`src/logic/vemr_map.vh`:
```
// Register map and field layout for the video encoder mode registers.
// Assumes a 5-bit subaddress and 8-bit register data.
`ifndef VEMR_MAP_VH
`define VEMR_MAP_VH
`define VEMR_ADDR_STD_FILT 5'h00
`define VEMR_ADDR_DAC_PWR 5'h01
`define VEMR_ADDR_ROUTING 5'h02
`define VEMR_RST_STD_FILT 8'h00
`define VEMR_RST_DAC_PWR 8'h00
`define VEMR_RST_ROUTING 8'h00
`define VEMR_RST_DAC_EN 6'h3f
`define VEMR_STD_LSB 0
`define VEMR_LUMA_LSB 2
`define VEMR_CHROMA_LSB 5
`define VEMR_LOW_POWER_BIT 6
`define VEMR_RSVD_ZERO_BIT 7
`define VEMR_PD_LSB 0
`define VEMR_COLOUR_SPACE_BIT 0
`define VEMR_LARGE_DAC_BIT 1
`define VEMR_DAC_SWITCH_BIT 2
`define VEMR_PEDESTAL_BIT 3
`define VEMR_DAC_PWR_MASK 8'h7f
`define VEMR_STD_NTSC 2'h0
`define VEMR_STD_PAL_BDGHI 2'h1
`define VEMR_STD_PAL_M 2'h2
`define VEMR_STD_PAL_N 2'h3
`define VEMR_SIG_CVBS 4'h0
`define VEMR_SIG_LUMA 4'h1
`define VEMR_SIG_CHROMA 4'h2
`define VEMR_SIG_R 4'h3
`define VEMR_SIG_G 4'h4
`define VEMR_SIG_B 4'h5
`define VEMR_SIG_Y 4'h6
`define VEMR_SIG_U 4'h7
`define VEMR_SIG_V 4'h8
`endif

```
`src/logic/vemr_route.v`:
```
// DAC routing matrix: maps the routing bits to a source per DAC.
// Assumes registered inputs; output is combinational.
`timescale 1ns/1ps
`include "vemr_map.vh"
module vemr_route (
	input wire colour_space_bit,
	input wire large_dac_select_bit,
	input wire dac_switching_bit,
	output reg [23:0] dac_src
);
	reg [3:0] c0;
	reg [3:0] c1;
	reg [3:0] c2;
	always @*
	begin
		c0 = colour_space_bit ? `VEMR_SIG_Y : `VEMR_SIG_G;
		c1 = colour_space_bit ? `VEMR_SIG_U : `VEMR_SIG_B;
		c2 = colour_space_bit ? `VEMR_SIG_V : `VEMR_SIG_R;
		// Source order per nibble: A in low nibble up to F
		if (large_dac_select_bit)
			dac_src = {c2, c1, c0, `VEMR_SIG_CHROMA, `VEMR_SIG_LUMA,
				`VEMR_SIG_CVBS};
		else if (dac_switching_bit)
			dac_src = {`VEMR_SIG_CHROMA, `VEMR_SIG_LUMA, c0, c2, c1,
				`VEMR_SIG_CVBS};
		else
			dac_src = {`VEMR_SIG_CHROMA, `VEMR_SIG_LUMA,
				`VEMR_SIG_CVBS, c2, c1, c0};
	end
endmodule

```
`src/logic/vemr_regs.v`:
```
// Mode register bank 0..2 of the video encoder, with datapath controls.
// Assumes a serial-bus front end delivers subaddress, data and strobes
// synchronous to clk (the pixel clock).
//
// Behaviour
// - Two-bit standard field selects NTSC, PAL BDGHI, PAL M or PAL N.
// - Luma filter select applies independent of the chosen standard.
// - Chroma filter field picks low-pass cutoff or CIF/QCIF filter.
// - Six power-down bits each switch off their own DAC.
// - Low-power bit halves current of powered large DACs only.
// - Low power keeps the set-resistor to output-current relation.
// - Third mode register is eight bits at subaddress 02H.
// - Colour-space bit picks YUV or RGB for the component DACs.
// - Large-DAC bit set gives composite, luma, chroma on A, B, C.
// - Switching bit moves outputs from SCART to EuroSCART layout; large-DAC bit wins if both set.
// - Pedestal bit adds NTSC setup; ignored when PAL selected.
// - EuroSCART: A composite, E/F luma/chroma, B/C/D components.
`timescale 1ns/1ps
`include "vemr_map.vh"
module vemr_regs (
	input wire clk,
	input wire nrst,
	input wire [4:0] register_subaddress,
	input wire [7:0] wr_data,
	input wire wr_stb,
	input wire rd_stb,
	output reg [7:0] rd_data,
	output reg rd_hit,
	output reg [1:0] standard_select_field,
	output reg ntsc_enable,
	output reg [2:0] luma_filter_field,
	output reg [2:0] chroma_filter_field,
	output reg [5:0] dac_enable,
	output reg [5:0] dac_low_power,
	output reg pedestal_enable,
	output reg [23:0] dac_source
);
	reg [7:0] std_filt_q;
	reg [7:0] std_filt_d;
	reg [7:0] dac_pwr_q;
	reg [7:0] dac_pwr_d;
	reg [7:0] routing_q;
	reg [7:0] routing_d;
	reg sel_std_filt;
	reg sel_dac_pwr;
	reg sel_routing;
	reg [7:0] rd_d;
	reg hit_d;
	reg [1:0] std_d;
	reg ntsc_d;
	reg [2:0] luma_d;
	reg [2:0] chroma_d;
	reg [5:0] dac_en_d;
	reg [5:0] dac_lp_d;
	reg ped_d;
	reg [23:0] src_d;
	wire [23:0] route_w;

	// True when subaddress a selects register slot s
	function addr_match;
		input [4:0] a;
		input [4:0] s;
		begin
			addr_match = (a == s);
		end
	endfunction

	// Reserved top bit of the power register is never kept
	function [7:0] dac_pwr_clean;
		input [7:0] d;
		begin
			dac_pwr_clean = d & `VEMR_DAC_PWR_MASK;
		end
	endfunction

	function [1:0] std_of;
		input [7:0] r;
		begin
			std_of = r[`VEMR_STD_LSB +: 2];
		end
	endfunction

	function is_ntsc;
		input [1:0] s;
		begin
			is_ntsc = (s == `VEMR_STD_NTSC);
		end
	endfunction

	function [2:0] luma_of;
		input [7:0] r;
		begin
			luma_of = r[`VEMR_LUMA_LSB +: 3];
		end
	endfunction

	function [2:0] chroma_of;
		input [7:0] r;
		begin
			chroma_of = r[`VEMR_CHROMA_LSB +: 3];
		end
	endfunction

	// Power-down bits, DAC A in bit 0 up to DAC F
	function [5:0] pd_bits;
		input [7:0] r;
		begin
			pd_bits = r[`VEMR_PD_LSB +: 6];
		end
	endfunction

	// Low power reaches only large DACs A-C that are switched on
	function [5:0] low_power_mask;
		input [7:0] r;
		reg [5:0] dac_on;
		begin
			dac_on = ~pd_bits(r);
			low_power_mask = {3'h0,
				{3{r[`VEMR_LOW_POWER_BIT]}} & dac_on[2:0]};
		end
	endfunction

	function [7:0] read_mux;
		input [4:0] a;
		input [7:0] r0;
		input [7:0] r1;
		input [7:0] r2;
		begin
			case (a)
				`VEMR_ADDR_STD_FILT: read_mux = r0;
				`VEMR_ADDR_DAC_PWR: read_mux = dac_pwr_clean(r1);
				`VEMR_ADDR_ROUTING: read_mux = r2;
				default: read_mux = 8'h00;
			endcase
		end
	endfunction

	// Write strobe decoded per register slot
	always @*
	begin
		sel_std_filt = wr_stb &
			addr_match(register_subaddress, `VEMR_ADDR_STD_FILT);
		sel_dac_pwr = wr_stb &
			addr_match(register_subaddress, `VEMR_ADDR_DAC_PWR);
		sel_routing = wr_stb &
			addr_match(register_subaddress, `VEMR_ADDR_ROUTING);
	end

	// Next register values; other subaddresses leave all three alone
	always @*
	begin
		std_filt_d = std_filt_q;
		dac_pwr_d = dac_pwr_q;
		routing_d = routing_q;
		if (sel_std_filt)
		begin
			std_filt_d = wr_data;
		end
		if (sel_dac_pwr)
		begin
			dac_pwr_d = dac_pwr_clean(wr_data);
		end
		if (sel_routing)
		begin
			routing_d = wr_data;
		end
	end

	// Standard and filter register
	always @(posedge clk or negedge nrst)
	begin
		if (!nrst)
		begin
			std_filt_q <= `VEMR_RST_STD_FILT;
		end
		else
		begin
			std_filt_q <= std_filt_d;
		end
	end

	// DAC power register
	always @(posedge clk or negedge nrst)
	begin
		if (!nrst)
		begin
			dac_pwr_q <= `VEMR_RST_DAC_PWR;
		end
		else
		begin
			dac_pwr_q <= dac_pwr_d;
		end
	end

	// Output routing register
	always @(posedge clk or negedge nrst)
	begin
		if (!nrst)
		begin
			routing_q <= `VEMR_RST_ROUTING;
		end
		else
		begin
			routing_q <= routing_d;
		end
	end

	// Read data follows the subaddress; sampled only on rd_stb
	always @*
	begin
		rd_d = read_mux(register_subaddress, std_filt_q, dac_pwr_q,
			routing_q);
		hit_d = (register_subaddress <= `VEMR_ADDR_ROUTING);
	end

	// Read answer holds until the next read strobe
	always @(posedge clk or negedge nrst)
	begin
		if (!nrst)
		begin
			rd_data <= 8'h00;
			rd_hit <= 1'h0;
		end
		else if (rd_stb)
		begin
			rd_data <= rd_d;
			rd_hit <= hit_d;
		end
	end

	// Source per DAC from the three routing bits
	vemr_route u_route (
		.colour_space_bit(routing_q[`VEMR_COLOUR_SPACE_BIT]),
		.large_dac_select_bit(routing_q[`VEMR_LARGE_DAC_BIT]),
		.dac_switching_bit(routing_q[`VEMR_DAC_SWITCH_BIT]),
		.dac_src(route_w)
	);

	// Standard and filter controls follow register 0
	always @*
	begin
		std_d = std_of(std_filt_q);
		ntsc_d = is_ntsc(std_of(std_filt_q));
		luma_d = luma_of(std_filt_q);
		chroma_d = chroma_of(std_filt_q);
	end

	// DAC controls follow registers 1 and 2; pedestal also needs register 0
	always @*
	begin
		dac_en_d = ~pd_bits(dac_pwr_q);
		// Current scale is not touched by low power
		dac_lp_d = low_power_mask(dac_pwr_q);
		// Setup only for NTSC; every PAL variant ignores it
		ped_d = routing_q[`VEMR_PEDESTAL_BIT] &
			is_ntsc(std_of(std_filt_q));
		src_d = route_w;
	end

	// Standard and filter outputs, one clock after the register
	always @(posedge clk or negedge nrst)
	begin
		if (!nrst)
		begin
			standard_select_field <= `VEMR_STD_NTSC;
			ntsc_enable <= 1'h1;
			luma_filter_field <= 3'h0;
			chroma_filter_field <= 3'h0;
		end
		else
		begin
			standard_select_field <= std_d;
			ntsc_enable <= ntsc_d;
			luma_filter_field <= luma_d;
			chroma_filter_field <= chroma_d;
		end
	end

	// Per-DAC enable and low-power outputs
	always @(posedge clk or negedge nrst)
	begin
		if (!nrst)
		begin
			dac_enable <= `VEMR_RST_DAC_EN;
			dac_low_power <= 6'h00;
		end
		else
		begin
			dac_enable <= dac_en_d;
			dac_low_power <= dac_lp_d;
		end
	end

	// Output assignment and pedestal outputs
	always @(posedge clk or negedge nrst)
	begin
		if (!nrst)
		begin
			pedestal_enable <= 1'h0;
			dac_source <= 24'h000000;
		end
		else
		begin
			pedestal_enable <= ped_d;
			dac_source <= src_d;
		end
	end
endmodule

```
`config.mk`:
```
export PLATFORM = sky130hd
export DESIGN_NAME = vemr_regs
export DESIGN_NICKNAME = d
export VERILOG_FILES = /design/src/logic/vemr_route.v /design/src/logic/vemr_regs.v
export VERILOG_INCLUDE_DIRS = /design/src /design/src/logic
export SDC_FILE = /design/constraint.sdc
export NUM_CORES = 1
export LEC_CHECK = 0
export BUFFER_PORTS_ARGS = -buffer_cell sky130_fd_sc_hd__buf_2
export CAP_MARGIN = 10
export CORE_MARGIN = 4
export CORE_UTILIZATION = 54
export DETAILED_ROUTE_END_ITERATION = 8
export GPL_ROUTABILITY_DRIVEN = 0
export PLACE_DENSITY_LB_ADDON = 0.12
export REMOVE_ABC_BUFFERS = 1
export SKIP_CTS_REPAIR_TIMING = 1
export SLEW_MARGIN = 20
export SYNTH_ARGS = -nofsm -noshare
export SYNTH_HDL_FRONTEND = slang
export SYNTH_SLANG_ARGS = --single-unit
```
`constraint.sdc`:
```
create_clock -name clk -period 2.1 [get_ports clk]
set_input_delay 0.105 -clock clk [delete_from_list [all_inputs] [get_ports clk]]
set_output_delay 0.105 -clock clk [all_outputs]
set_load 0.1 [all_outputs]
```
# After elaboration in Yosys (flattened, before gate mapping)
# Cells that the tools add are included.
# totals
in_bits,17
word_cells,30
regBits,75
output_inout_bits,55
# classes
reduce_logical,2
n_eq_ne,2
bitwise,6
mux,6
order_cmp,1
# ops
op,n
$mux W24,1
$pmux W8 S3,1
$mux W16,1
$not A6 Y6,1
$eq A5 B1 Y1 const B,1
$eq A5 B2 Y1 const B,1
$le A5 B2 Y1 const B,1
$logic_not A5 Y1,1
$and A1 B1 Y1,4
$mux W2,2
$mux W4,1
$and A3 B3 Y3,1
$logic_not A2 Y1,1

# Logic depth before layout (Yosys ltp)
# depth
ltp_word,3
ltp_mapped,4
depth_no_buf,3

# Modules after synthesis
# A second synthesis with hierarchy kept.
# unflattened
hier_cells,187
area_unflattened_um2,2768.9
# modules_own_cells
module,n_inst,seq_area_each_um2,area_each_um2,cells_each
vemr_regs,1,1885.6,2586.2,160
vemr_route,1,0.0,182.7,27

# Least setup slack after synthesis
# No wires, ideal clock.
# synth_timing
path_kind,register to output
startpoint,reg dac_source[11]
endpoint,out dac_source[11]
t_arrival_ns,1.324
n_path_buf,1
t_required_ns,1.995
path_stages_with_launch,2
path_slack_ns,0.671
cell_sequence,dfrtp_1 -> buf_4
# synth_lines
item,line,text
from (decl),vemr_regs.v:36,output reg [23:0] dac_source
from (signal assigned),vemr_regs.v:305,dac_source <= src_d;
# No word-level cell between the ends.

# Final worst setup path
# layout_timing
startpoint,reg dac_enable[5]
endpoint,out dac_enable[5]
# layout_lines
item,line,text
from (decl),vemr_regs.v:33,"output reg [5:0] dac_enable,"
from (signal assigned),vemr_regs.v:284,dac_enable <= `VEMR_RST_DAC_EN;
from (signal assigned),vemr_regs.v:289,dac_enable <= dac_en_d;
# No word-level cell between the ends.

==> results.sh <==
export IMPL_status="complete, but fails checks"
export IMPL_failed_checks="hold timing"
export IMPL_swShare=0.437
export IMPL_synth_seq_cells=64
export IMPL_dp_cells=288
export IMPL_startpoint_type="flip-flop"
export IMPL_avgSynthCellArea_um2=13.7
export IMPL_antenna_left=0
export IMPL_whs_ps=-63.5
export IMPL_cts_buffers=9
export IMPL_crit_path_max_fanout=1
export IMPL_p_leak_uw=0.00153
export IMPL_maxCapViolCount=0
export IMPL_grt_usage=0.172
export IMPL_num_rows=24
export IMPL_routed_via_density=4.96
export IMPL_power_per_cell_area_mw_per_mm2=1360
export IMPL_clk_pin_slew_ps=70
export IMPL_start_util=0.560
export IMPL_syn_area_mm2=0.00245
export IMPL_yosysWarningCount=0
export IMPL_ir_worst_vdd_v=0.000605
export IMPL_worst_pin_slew_ps=761
export IMPL_synth_area_leader_cell="dfrtp_1"
export IMPL_layout_common_cells="60 x buf_2, 57 x dfrtp_1, 31 x mux2_2"
export IMPL_path_delay_family="flip-flops"
export IMPL_layout_setup_ws_ps=738
export IMPL_synthDominantCellAreaShare=0.581
export IMPL_p_int_uw=2270
export IMPL_fmax_mhz=734
export IMPL_setup_viol=0
export IMPL_grt_max_degree=65
export IMPL_min_period_ps=1360
export IMPL_required_ps=2000
export IMPL_drive_above_1_share=0.476
export IMPL_die_w_um=75.4
export IMPL_die_area_mm2=0.00569
export IMPL_cp_num_buf_inv=1
export IMPL_synth_seq_area_share=0.656
export IMPL_final_cells=304
export IMPL_p_sw_uw=1760
export IMPL_wl_mm=4.46
export IMPL_combinationalPowerShare=0.360
export IMPL_clk_path_buf_depth=2
export IMPL_drt_iter0_markers=81
export IMPL_fill_cells=341
export IMPL_r2r_start="dac_pwr_q[1]"
export IMPL_diodes=0
export IMPL_multi_input_comb_area_um2=707
export IMPL_slew_limit_headroom=0.493
export IMPL_drc=0
export IMPL_layout_commonest_cell="buf_2"
export IMPL_ios=72
export IMPL_tns_ps=0
export IMPL_drv_slew=0
export IMPL_power_uw=4030
export IMPL_synth_cell_types=26
export IMPL_first_pass_iters=4
export IMPL_grt_pass1_wl_mm=7.06
export IMPL_cts_sinks=64
export IMPL_vias=1508
export IMPL_r2r_end="rd_data[1]"
export IMPL_end_kind="primary output"
export IMPL_sequentialPowerShare=0.388
export IMPL_die_height_um=75.4
export IMPL_critPathKind="reg2out"
export IMPL_crit_chain="buf_2"
export IMPL_register_area_mm2=0.00161
export IMPL_nets=264
export IMPL_htreeDepth=3
export IMPL_synth_area_leaders="dfrtp_1 58%, mux2_2 14%, dfstp_2 7.5%, buf_4 4.3%, nand3_1 3.7%"
export IMPL_place_ws_ps=505
export IMPL_cpMaxStageDelayCell="dfstp_2"
export IMPL_overflow=0
export IMPL_synth_cells=179
export IMPL_hp_class="in2async"
export IMPL_clkPwrFrac=0.252
export IMPL_cts_root_buf="clkbuf_8"
export IMPL_cts_tree="built"
export IMPL_arrival_ps=1260
export IMPL_coreArea_mm2=0.00438
export IMPL_clock_latency_ps=320
export IMPL_rsz0062_at_grt="no"
export IMPL_cpPeakStageDelay_ps=520
export IMPL_reg2reg_slack_ps=1060
export IMPL_portBuffers=60
export IMPL_hpwl_mm=3.11
export IMPL_antenna_found_initial=0
export IMPL_area_growth_pct=20.9
export IMPL_fin_skew_ps=3.83
export IMPL_hold_viol=57
export IMPL_reg2reg_depth=3
export IMPL_finalCritPeriodShare=0.649
export IMPL_grt_pass1_vias=1477
export IMPL_routedWlPerCell_um=14.7
-- state kept, by name, summed over array words and instances (netlist names), 2 cells and up --
name,count
chroma_filter_field,3
standard_select_field,2
dac_pwr_q,7
dac_enable,6
chroma_of.r,8
read_mux.r2,8
dac_low_power,3
dac_source,13
luma_filter_field,3
rd_data,8
-- worst max path at each step --
stage,startpoint,slack (ps),cells after the start,endpoint
finish,dac_enable[5],740,1,dac_enable[5]
CTS,dac_enable[4],720,1,dac_enable[4]
floorplan,dac_source[11],520,0,dac_source[11]
global route,dac_enable[4],700,1,dac_enable[4]
global placement,register_subaddress[0],560,4,read_mux.r2[6]
detailed placement,register_subaddress[0],500,4,read_mux.r2[5]
-- synth_stat cells (all sizes together) --
| cell type | n |
|---|---|
| clkbuf | 1 |
| o21ai | 2 |
| nor2 | 6 |
| mux2 | 31 |
| nor3 | 1 |
| buf | 16 |
| a21oi | 1 |
| nand2b | 6 |
| dfstp | 7 |
| nor4 | 1 |
| a32oi | 1 |
| and3 | 1 |
| nand2 | 2 |
| nand3 | 19 |
| nor3b | 2 |
| nor2b | 4 |
| inv | 13 |
| conb | 2 |
| o22ai | 1 |
| nand4b | 2 |
| dfrtp | 57 |
| and2 | 3 |
-- kinds of logic (layout without fill, tap and decap cells) --
family	after synthesis	count (layout)	share of synthesized area
buf+inv	30	93	0.0709
flops	64	64	0.656
compound gates	5	5	0.0122
other cells	2	12	0.00306
mux	31	31	0.142
simple gates	47	47	0.115
-- cell type report --
class                      count  share of cell area
clock buffer                  15              0.0662
sequential                    64               0.543
tap                           52              0.0219
clock inverter                 1             0.00253
inverter                      13              0.0165
timing repair buffer          64               0.111
multi-input combinational     95               0.238
-- metal layers --
layer,part of all wire,global-route usage
met2,0.47,0.258
met3,0.074,0.0422
met4,0.017,0.109
met5,0,0
met1,0.44,0.224
-- stage by stage --
stage | area, µm² | utilization
global route | 2970 | 0.676
CTS | 2970 | 0.676
global placement | 2760 | 0.630
finish | 2970 | 0.676
detailed placement | 2760 | 0.630
floorplan | 2370 | -
-- power by group through the flow --
stage / clock network (µW) / registers [µW] / logic (µW)
floorplan: 0 / 2550 / 252
global placement: 0 / 1590 / 1450
detailed placement: 0 / 1590 / 1460
CTS: 1040 / 1570 / 1460
global route: 1100 / 1600 / 1500
finish: 1020 / 1570 / 1450
(Power assumes the default switching activity.)
